### src/hdl/io_pkg.sv
// shared constants for the jog, teach and status output logic
package io_pkg;

	// ****************************************
	// timing
	// ****************************************
	localparam int CLK_HZ = 10_000_000;
	localparam int IGNORE_MS = 200;
	localparam int MSG_DELAY_MS = 10;
	localparam logic [23:0] IGNORE_CYCLES = 24'(IGNORE_MS * (CLK_HZ / 1000));
	localparam logic [23:0] MSG_DELAY_CYCLES = 24'(MSG_DELAY_MS * (CLK_HZ / 1000));
	localparam logic [23:0] CNT_MAX = 24'hFFFFFF;

	// ****************************************
	// register offsets (byte addresses)
	// ****************************************
	localparam logic [7:0] ADDR_CFG = 8'h00;
	localparam logic [7:0] ADDR_IGNORE = 8'h04;
	localparam logic [7:0] ADDR_FOLLOW_RANGE = 8'h08;
	localparam logic [7:0] ADDR_FOLLOW_DELAY = 8'h0C;
	localparam logic [7:0] ADDR_TARGET_WIN = 8'h10;
	localparam logic [7:0] ADDR_TARGET_DELAY = 8'h14;
	localparam logic [7:0] ADDR_SPEED_DECL = 8'h18;
	localparam logic [7:0] ADDR_SPEED_WIN = 8'h1C;
	localparam logic [7:0] ADDR_STATUS = 8'h20;
	localparam logic [7:0] ADDR_IRQ_STAT = 8'h24;
	localparam logic [7:0] ADDR_IRQ_MASK = 8'h28;
	localparam logic [7:0] ADDR_STOP_DECEL = 8'h2C;

	// ****************************************
	// fields and reset values
	// ****************************************
	localparam int CFG_SEL_A_LSB = 0;
	localparam int CFG_SEL_B_LSB = 4;
	localparam int CFG_ENC_BIT = 8;
	localparam logic [8:0] CFG_RESET = 9'h000;
	localparam logic [31:0] FOLLOW_RANGE_RESET = 32'h0000199A;
	localparam logic [31:0] TARGET_WIN_RESET = 32'h000007AE;
	localparam logic [31:0] SPEED_DECL_RESET = 32'h00002710;
	localparam logic [31:0] SPEED_WIN_RESET = 32'h00001388;
	localparam logic [15:0] STOP_DECEL_RESET = 16'h03E8;

	// output function codes
	localparam logic [3:0] SEL_LOW = 4'h0;
	localparam logic [3:0] SEL_HIGH = 4'h1;
	localparam logic [3:0] SEL_POWER = 4'h2;
	localparam logic [3:0] SEL_I2T = 4'h3;
	localparam logic [3:0] SEL_WARN = 4'h4;
	localparam logic [3:0] SEL_ERROR = 4'h5;
	localparam logic [3:0] SEL_FOLLOW = 4'h6;
	localparam logic [3:0] SEL_REMAIN = 4'h7;
	localparam logic [3:0] SEL_TARGET = 4'h8;
	localparam logic [3:0] SEL_HOMED = 4'h9;
	localparam logic [3:0] SEL_COURSE = 4'hA;
	localparam logic [3:0] SEL_SPEED = 4'hB;

	// interrupt bits
	localparam int IRQ_TEACH = 0;
	localparam int IRQ_FOLLOW = 1;
	localparam int IRQ_TARGET = 2;
	localparam int IRQ_STOP = 3;
	localparam int IRQ_ABORT = 4;
	localparam int IRQ_W = 5;

	// discrete input positions
	localparam int IN_LAYOUT = 0;
	localparam int IN_STOP = 1;
	localparam int IN_TEACH = 3;
	localparam int IN_JOGN = 4;
	localparam int IN_JOGP = 5;
	localparam int IN_START = 6;
	localparam int IN_ENABLE = 7;
	localparam int IN_W = 8;

	typedef enum logic [1:0] {
		T_IDLE = 2'b00,
		T_ARMED = 2'b01,
		T_START = 2'b10,
		T_IGNORE = 2'b11
	} teach_state_e;

endpackage

### src/hdl/io_sync.sv
// two-stage synchroniser with edge detect for the discrete inputs
`timescale 1ns/1ns
module io_sync import io_pkg::*; (
	// clock and reset
	input wire logic ref_clk,
	input wire logic reset,
	// raw pins
	input wire logic [IN_W-1:0] raw,
	// synchronised level and edges
	output logic [IN_W-1:0] level,
	output logic [IN_W-1:0] rise,
	output logic [IN_W-1:0] fall
);

	genvar i;
	generate
		for (i = 0; i < IN_W; i++) begin : g_bit
			logic meta_reg;
			logic sync_reg;
			logic last_reg;
			// first stage feeds only the second
			always_ff @(posedge ref_clk) begin
				if (reset) begin
					meta_reg <= 1'b0;
					sync_reg <= 1'b0;
					last_reg <= 1'b0;
				end else begin
					meta_reg <= raw[i];
					sync_reg <= meta_reg;
					last_reg <= sync_reg;
				end
			end
			assign level[i] = sync_reg;
			assign rise[i] = sync_reg & ~last_reg;
			assign fall[i] = ~sync_reg & last_reg;
		end
	endgenerate

endmodule

### src/hdl/jog_teach_io_logic.sv
// discrete input decoding, teach sequencer and status outputs of the drive
//
// The implementer's own choices: the address-and-strobe port and the register offsets.
`timescale 1ns/1ns
module jog_teach_io_logic import io_pkg::*; #(
	parameter logic [23:0] IGNORE_DEFAULT = IGNORE_CYCLES,
	parameter logic [23:0] MSG_DELAY_DEFAULT = MSG_DELAY_CYCLES
) (
	// clock and reset
	input wire logic ref_clk,
	input wire logic reset,
	// register port
	input wire logic [7:0] addr,
	input wire logic [31:0] wdata,
	input wire logic wr,
	input wire logic rd,
	output logic [31:0] rdata,
	output logic irq,
	// discrete inputs
	input wire logic layout_select_in,
	input wire logic stop_n_in,
	input wire logic aux_in,
	input wire logic teach_arm_in,
	input wire logic jog_neg_in,
	input wire logic jog_pos_in,
	input wire logic start_in,
	input wire logic ctrl_enable_in,
	// motion core commands
	output logic pos_start,
	output logic [4:0] pos_number,
	output logic homing_start,
	output logic stop_req,
	output logic [15:0] stop_decel,
	output logic jog_neg,
	output logic jog_pos,
	output logic teach_store,
	output logic [5:0] teach_dest,
	output logic inputs_ignored,
	// drive state
	input wire logic switched_on,
	input wire logic error_active,
	input wire logic power_active,
	input wire logic i2t_active,
	input wire logic warning_active,
	input wire logic remain_active,
	input wire logic homing_done,
	input wire logic course_active,
	input wire logic brake_release,
	input wire logic enc_a,
	input wire logic enc_b,
	input wire logic signed [31:0] actual_pos,
	input wire logic signed [31:0] demand_pos,
	input wire logic signed [31:0] target_pos,
	input wire logic signed [31:0] actual_speed,
	// digital outputs
	output logic ready_out,
	output logic config_out_a,
	output logic config_out_b,
	output logic brake_release_out
);

	// ****************************************
	// helpers
	// ****************************************

	// magnitude of a difference, saturated to 32 bits
	function automatic logic [31:0] abs_diff(input logic signed [31:0] a,
		input logic signed [31:0] b);
		logic signed [32:0] d;
		logic [32:0] m;
		d = {a[31], a} - {b[31], b};
		m = d[32] ? 33'(-d) : 33'(d);
		return m[32] ? 32'hFFFFFFFF : m[31:0];
	endfunction

	// function select for a configurable output
	function automatic logic pick(input logic [3:0] sel, input logic [15:0] src);
		return src[sel];
	endfunction

	// ****************************************
	// input synchronisation
	// ****************************************
	logic [IN_W-1:0] raw;
	logic [IN_W-1:0] lvl;
	logic [IN_W-1:0] rise;
	logic [IN_W-1:0] fall;

	assign raw = {ctrl_enable_in, start_in, jog_pos_in, jog_neg_in,
		teach_arm_in, aux_in, stop_n_in, layout_select_in};

	io_sync u_sync (
		.ref_clk(ref_clk),
		.reset(reset),
		.raw(raw),
		.level(lvl),
		.rise(rise),
		.fall(fall)
	);

	// ****************************************
	// registers
	// ****************************************
	logic [8:0] cfg_reg;
	logic [23:0] ignore_reg;
	logic [31:0] follow_range_reg;
	logic [23:0] follow_delay_reg;
	logic [31:0] target_win_reg;
	logic [23:0] target_delay_reg;
	logic [31:0] speed_decl_reg;
	logic [31:0] speed_win_reg;
	logic [IRQ_W-1:0] irq_stat_reg;
	logic [IRQ_W-1:0] irq_mask_reg;
	logic [15:0] stop_decel_reg;

	// teach state and message state
	teach_state_e state_reg;
	teach_state_e state_next;
	logic [23:0] ign_cnt_reg;
	logic [1:0] msg_reg;
	logic speed_msg_reg;

	// ****************************************
	// input decoding
	// ****************************************
	logic busy;
	logic live;
	logic ext;
	logic stop_low;
	logic armed;
	logic jog_ok;
	logic abort;

	// during the start phase the layout pin carries a destination bit,
	// so the extended layout is held until the store
	assign busy = (state_reg == T_START);
	assign live = (state_reg != T_IGNORE);
	assign ext = lvl[IN_LAYOUT] | busy;
	assign stop_low = ext & ~busy & ~lvl[IN_STOP];
	assign armed = (state_reg == T_ARMED);
	assign jog_ok = live & ext & ~busy & ~stop_low;
	// losing the enable mid-sequence drops the teach attempt
	assign abort = (armed | busy) & ~lvl[IN_ENABLE];

	logic pos_start_next;
	logic homing_next;
	logic jogn_next;
	logic jogp_next;
	logic store_next;

	assign pos_start_next = live & ~lvl[IN_LAYOUT] & ~busy & rise[IN_START];
	assign homing_next = jog_ok & rise[IN_START] & ~armed & ~stop_low;
	// both jog pins high cancel each other
	assign jogn_next = jog_ok & lvl[IN_JOGN] & ~lvl[IN_JOGP];
	assign jogp_next = jog_ok & lvl[IN_JOGP] & ~lvl[IN_JOGN];
	assign store_next = busy & lvl[IN_ENABLE] & fall[IN_START];

	// ****************************************
	// teach sequencer
	// ****************************************
	logic ign_done;
	assign ign_done = (ign_cnt_reg >= ignore_reg);

	always_comb begin
		state_next = state_reg;
		case (state_reg)
			T_IDLE: begin
				if (lvl[IN_LAYOUT] & lvl[IN_TEACH] & lvl[IN_ENABLE]) begin
					state_next = T_ARMED;
				end
			end
			T_ARMED: begin
				if (abort | ~lvl[IN_TEACH] | ~lvl[IN_LAYOUT]) begin
					state_next = T_IDLE;
				end else if (rise[IN_START]) begin
					state_next = T_START;
				end
			end
			T_START: begin
				if (abort) begin
					state_next = T_IDLE;
				end else if (fall[IN_START]) begin
					state_next = T_IGNORE;
				end
			end
			T_IGNORE: begin
				// returns to idle; teach pin still high re-arms directly
				if (ign_done) begin
					state_next = T_IDLE;
				end
			end
			default: begin
				state_next = T_IDLE;
			end
		endcase
	end

	// state and ignore timer
	always_ff @(posedge ref_clk) begin
		if (reset) begin
			state_reg <= T_IDLE;
			ign_cnt_reg <= 24'h000000;
		end else begin
			state_reg <= state_next;
			ign_cnt_reg <= live ? 24'h000000 : ign_cnt_reg + 24'h000001;
		end
	end

	// registered command outputs
	always_ff @(posedge ref_clk) begin
		if (reset) begin
			pos_start <= 1'b0;
			pos_number <= 5'h00;
			homing_start <= 1'b0;
			stop_req <= 1'b0;
			jog_neg <= 1'b0;
			jog_pos <= 1'b0;
			teach_store <= 1'b0;
			teach_dest <= 6'h00;
			inputs_ignored <= 1'b0;
		end else begin
			pos_start <= pos_start_next;
			// position on inputs 1..3, group on inputs 4..5
			pos_number <= pos_start_next ? lvl[5:1] : pos_number;
			homing_start <= homing_next;
			stop_req <= live & stop_low;
			jog_neg <= jogn_next;
			jog_pos <= jogp_next;
			teach_store <= store_next;
			teach_dest <= store_next ? lvl[5:0] : teach_dest;
			inputs_ignored <= (state_next == T_IGNORE);
		end
	end

	assign stop_decel = stop_decel_reg;

	// ****************************************
	// messages
	// ****************************************
	logic [31:0] follow_dev;
	logic [31:0] target_dev;
	logic [31:0] speed_dev;
	logic [1:0] msg_cond;
	logic [23:0] msg_delay [2];

	assign follow_dev = abs_diff(actual_pos, demand_pos);
	assign target_dev = abs_diff(actual_pos, target_pos);
	assign speed_dev = abs_diff(actual_speed, speed_decl_reg);
	assign msg_cond[0] = (follow_dev > follow_range_reg);
	assign msg_cond[1] = (target_dev <= target_win_reg);
	assign msg_delay[0] = follow_delay_reg;
	assign msg_delay[1] = target_delay_reg;

	// one saturating timer per delayed message; a single miss restarts it
	genvar m;
	generate
		for (m = 0; m < 2; m++) begin : g_msg
			logic [23:0] cnt_reg;
			always_ff @(posedge ref_clk) begin
				if (reset) begin
					cnt_reg <= 24'h000000;
					msg_reg[m] <= 1'b0;
				end else begin
					cnt_reg <= ~msg_cond[m] ? 24'h000000 :
						(cnt_reg == CNT_MAX) ? cnt_reg : cnt_reg + 24'h000001;
					msg_reg[m] <= msg_cond[m] & (cnt_reg >= msg_delay[m]);
				end
			end
		end
	endgenerate

	// speed message has no delay
	always_ff @(posedge ref_clk) begin
		if (reset) begin
			speed_msg_reg <= 1'b0;
		end else begin
			speed_msg_reg <= (speed_dev <= speed_win_reg);
		end
	end

	// ****************************************
	// digital outputs
	// ****************************************
	logic [15:0] src;
	logic out_a_next;
	logic out_b_next;

	assign src = {4'h0, speed_msg_reg, course_active, homing_done, msg_reg[1],
		remain_active, msg_reg[0], error_active, warning_active, i2t_active,
		power_active, 1'b1, 1'b0};
	assign out_a_next = cfg_reg[CFG_ENC_BIT] ? enc_a :
		pick(cfg_reg[CFG_SEL_A_LSB +: 4], src);
	assign out_b_next = cfg_reg[CFG_ENC_BIT] ? enc_b :
		pick(cfg_reg[CFG_SEL_B_LSB +: 4], src);

	// output flops; emulated encoder gets one cycle of latency
	always_ff @(posedge ref_clk) begin
		if (reset) begin
			ready_out <= 1'b0;
			config_out_a <= 1'b0;
			config_out_b <= 1'b0;
			brake_release_out <= 1'b0;
		end else begin
			ready_out <= switched_on & ~error_active;
			config_out_a <= out_a_next;
			config_out_b <= out_b_next;
			brake_release_out <= brake_release;
		end
	end

	// ****************************************
	// interrupts
	// ****************************************
	logic [1:0] msg_last_reg;
	logic [IRQ_W-1:0] irq_set;
	logic [IRQ_W-1:0] irq_clr;

	assign irq_set[IRQ_TEACH] = store_next;
	assign irq_set[IRQ_FOLLOW] = msg_reg[0] & ~msg_last_reg[0];
	assign irq_set[IRQ_TARGET] = msg_reg[1] & ~msg_last_reg[1];
	assign irq_set[IRQ_STOP] = live & stop_low & fall[IN_STOP];
	assign irq_set[IRQ_ABORT] = abort;
	assign irq_clr = (wr && addr == ADDR_IRQ_STAT) ? wdata[IRQ_W-1:0] : '0;
	assign irq = |(irq_stat_reg & irq_mask_reg);

	// a set in the clearing cycle survives
	always_ff @(posedge ref_clk) begin
		if (reset) begin
			irq_stat_reg <= '0;
			msg_last_reg <= 2'b00;
		end else begin
			irq_stat_reg <= (irq_stat_reg & ~irq_clr) | irq_set;
			msg_last_reg <= msg_reg;
		end
	end

	// ****************************************
	// register port
	// ****************************************
	logic [31:0] status_word;
	logic [31:0] rd_mux;

	assign status_word = {18'h00000, teach_dest, stop_req, inputs_ignored, armed, ext,
		speed_msg_reg, msg_reg[1], msg_reg[0], ready_out};
	assign rd_mux =
		(addr == ADDR_CFG) ? {23'h000000, cfg_reg} :
		(addr == ADDR_IGNORE) ? {8'h00, ignore_reg} :
		(addr == ADDR_FOLLOW_RANGE) ? follow_range_reg :
		(addr == ADDR_FOLLOW_DELAY) ? {8'h00, follow_delay_reg} :
		(addr == ADDR_TARGET_WIN) ? target_win_reg :
		(addr == ADDR_TARGET_DELAY) ? {8'h00, target_delay_reg} :
		(addr == ADDR_SPEED_DECL) ? speed_decl_reg :
		(addr == ADDR_SPEED_WIN) ? speed_win_reg :
		(addr == ADDR_STATUS) ? status_word :
		(addr == ADDR_IRQ_STAT) ? {27'h0000000, irq_stat_reg} :
		(addr == ADDR_IRQ_MASK) ? {27'h0000000, irq_mask_reg} :
		(addr == ADDR_STOP_DECEL) ? {16'h0000, stop_decel_reg} : 32'h00000000;

	// read data valid only in the cycle after the strobe
	always_ff @(posedge ref_clk) begin
		if (reset) begin
			rdata <= 32'h00000000;
		end else begin
			rdata <= rd ? rd_mux : 32'h00000000;
		end
	end

	// software writes
	always_ff @(posedge ref_clk) begin
		if (reset) begin
			cfg_reg <= CFG_RESET;
			ignore_reg <= IGNORE_DEFAULT;
			follow_range_reg <= FOLLOW_RANGE_RESET;
			follow_delay_reg <= MSG_DELAY_DEFAULT;
			target_win_reg <= TARGET_WIN_RESET;
			target_delay_reg <= MSG_DELAY_DEFAULT;
			speed_decl_reg <= SPEED_DECL_RESET;
			speed_win_reg <= SPEED_WIN_RESET;
			irq_mask_reg <= '0;
			stop_decel_reg <= STOP_DECEL_RESET;
		end else if (wr) begin
			case (addr)
				ADDR_CFG: cfg_reg <= wdata[8:0];
				ADDR_IGNORE: ignore_reg <= wdata[23:0];
				ADDR_FOLLOW_RANGE: follow_range_reg <= wdata;
				ADDR_FOLLOW_DELAY: follow_delay_reg <= wdata[23:0];
				ADDR_TARGET_WIN: target_win_reg <= wdata;
				ADDR_TARGET_DELAY: target_delay_reg <= wdata[23:0];
				ADDR_SPEED_DECL: speed_decl_reg <= wdata;
				ADDR_SPEED_WIN: speed_win_reg <= wdata;
				ADDR_IRQ_MASK: irq_mask_reg <= wdata[IRQ_W-1:0];
				ADDR_STOP_DECEL: stop_decel_reg <= wdata[15:0];
				default: ;
			endcase
		end
	end

endmodule

### config.mk
export PLATFORM = sky130hd
export DESIGN_NAME = jog_teach_io_logic
export DESIGN_NICKNAME = d
export VERILOG_FILES = /design/src/hdl/io_pkg.sv /design/src/hdl/io_sync.sv /design/src/hdl/jog_teach_io_logic.sv
export SDC_FILE = /design/constraint.sdc
export NUM_CORES = 1
export LEC_CHECK = 0
export ABC_AREA = 1
export BUFFER_PORTS_ARGS = -buffer_cell sky130_fd_sc_hd__buf_2
export CORE_ASPECT_RATIO = 1.1
export CORE_MARGIN = 5
export CORE_UTILIZATION = 60
export CTS_CLUSTER_DIAMETER = 150
export DETAILED_ROUTE_END_ITERATION = 16
export MAX_ROUTING_LAYER = met4
export PLACE_DENSITY_LB_ADDON = 0.3
export SYNTH_ARGS = -nofsm -noshare
export SYNTH_HDL_FRONTEND = slang
export SYNTH_HIERARCHICAL = 1
export SYNTH_SLANG_ARGS = --single-unit
### constraint.sdc
create_clock -name ref_clk -period 6.5 [get_ports ref_clk]
set_input_delay 0.325 -clock ref_clk [delete_from_list [all_inputs] [get_ports ref_clk]]
set_output_delay 0.325 -clock ref_clk [all_outputs]
set_load 0.01 [all_outputs]
==> impl_metrics.env <==
export IMPL_finalSetupViolCount=0
export IMPL_largest_reg_flops=48
export IMPL_slew_headroom_pct=26.3
export IMPL_dpl_hpwl_um=94000
export IMPL_clkSinkCount=386
export IMPL_avgSynthCellArea_um2=6.11
export IMPL_post_cts_setup_buffer_count=0
export IMPL_place_inst=6077
export IMPL_slew_viol_final=0
export IMPL_arrival_ns=5.45
export IMPL_rows=88
export IMPL_coreArea_um2=52700
export IMPL_syn_nets=5721
export IMPL_io_buffers=261
export IMPL_drive_gt1_share_pct=9.27
export IMPL_tns_ns=0
export IMPL_vias=35000
export IMPL_cts_made_buffers=40
export IMPL_finalWeightedCongestion=1.05
export IMPL_route_met2_wl_um=52000
export IMPL_fmax_mhz=201
export IMPL_nFillCells=5048
export IMPL_final_cells=6160
export IMPL_leakagePower_uw=0.0178
export IMPL_p_per_area_nw_per_um2=193
export IMPL_fin_skew_ns=0.0321
export IMPL_design_die_area_um2=58200
export IMPL_die_y_um=252
export IMPL_fin_hold_ws_ns=0.0250
export IMPL_antenna_left=0
export IMPL_grt_pass1_vias=31600
export IMPL_grt_max_degree=100
export IMPL_cts_root_buffer="clkbuf_16"
export IMPL_rsz0062_at_grt="false"
export IMPL_worst_pin_slew_ns=1.10
export IMPL_layout_common_cells="1,367 x nand2_1, 966 x inv_1, 511 x nor2_1, 397 x a21oi_1, 386 x dfxtp_1"
export IMPL_grt_usage_pct=39.0
export IMPL_cts_tree="yes"
export IMPL_wl_um=116000
export IMPL_grt_pass1_wl_um=175000
export IMPL_stdcell_area_um2=35100
export IMPL_syn_to_final_growth_pct=9.45
export IMPL_clk_latency_ns=0.56
export IMPL_cts_buffer_depth=3
export IMPL_hold_viol_final=0
export IMPL_cts_repair_resized=0
export IMPL_final_common_cell="nand2_1"
export IMPL_crit_type="register to register"
export IMPL_wl_met3_um=10900
export IMPL_die_x_um=230
export IMPL_min_period_ns=4.97
export IMPL_status="finished clean"
export IMPL_ir_worst_vdd_mv=0.198
export IMPL_worst_setup_path_start_kind="register"
export IMPL_start_util_pct=60.8
export IMPL_path_clk_slew_ns=0.06
export IMPL_post_drt_via_cell_ratio=5.68
export IMPL_dr_pass1_iters=7
export IMPL_yosysWarnings=6
export IMPL_antenna_found_initial=5
export IMPL_first_iter_violations=4221
export IMPL_syn_inst=5251
export IMPL_post_dp_cell_area_um2=33700
export IMPL_maxUsedRoutingLayer="met4"
export IMPL_min_path_type="input port to register"
export IMPL_drv_cap=0
export IMPL_syn_area_um2=32100
export IMPL_routedWlPerCell_um=18.8
export IMPL_nets=5923
export IMPL_cp_max_fo=32
export IMPL_crit_required_ns=6.98
export IMPL_fin_crit_sh_pct=76.5
export IMPL_wl_met1_um=45600
export IMPL_cts_hold_buffers=9
export IMPL_boundaryPins=262
export IMPL_grt_overflow_total=0
export IMPL_end_kind="register"
export IMPL_cts_htree_levels=2
export IMPL_finalPower_uw=6760
export IMPL_drc=0
==> where the power goes <==
part,internal [µW],switching (µW)
clock network,1260,982
logic,683,1410
registers,2400,29.6
total,4340,2420
==> final cells by class <==
cell class	instances	area (µm²)	share of cell area (%)
inverter	1000	3760	10.7
sequential	386	7730	22.0
clock inverter	11	104	0.296
clock buffer	58	1140	3.24
tap	675	845	2.41
multi-input combinational	3734	19900	56.8
antenna	5	12.5	0.0357
timing repair buffer	291	1550	4.43
==> final timing paths <==
check | start | endpoint | slack [ns] | cells past startpoint
max reg2reg | speed_decl_reg[6] | speed_msg_reg | 1.53 | 22
min reg2reg | u_sync/g_bit[2].meta_reg | u_sync/g_bit[2].sync_reg | 0.40 | 2
max | speed_decl_reg[6] | speed_msg_reg | 1.53 | 22
min | start_in | u_sync/g_bit[6].meta_reg | 0.03 | 3
==> layer usage <==
metal,vias to the layer above,track usage (%)
met5,-,-
met4,0,19.8
met3,378,5.89
met2,1746,61.7
met1,15700,48.6
li1,17200,-
==> per-stage QoR <==
stage          worst slack, ns  util (%)
6_report                  1.53      66.5
5_1_grt                  0.994      66.5
4_1_cts                   1.60      66.5
3_5_place_dp              1.25      64.0
3_3_place_gp              1.23      64.0
2_1_floorplan             2.40         -
==> worst max-delay path, stage by stage (launching register included) <==
cell and delay (ns):
dfxtp_1 0.35, inv_1 0.12, ha_1 0.40, nand2_1 0.13, nor2_1 0.33, nand3_1 0.15, nand3_1 0.18, nand3_1 0.15
nand3_1 0.12, nand2_1 0.16, nor2_1 0.18, nand2_1 0.08, nor2_1 0.18, nand4_2 0.69, nand3_1 0.36, ha_1 0.29
nand2_1 0.09, nor2_1 0.05, a211oi_1 0.20, o221ai_1 0.18, o21ai_0 0.18, o2111ai_1 0.15, a21oi_1 0.15
No activity file was read; power rests on OpenSTA's default activity.
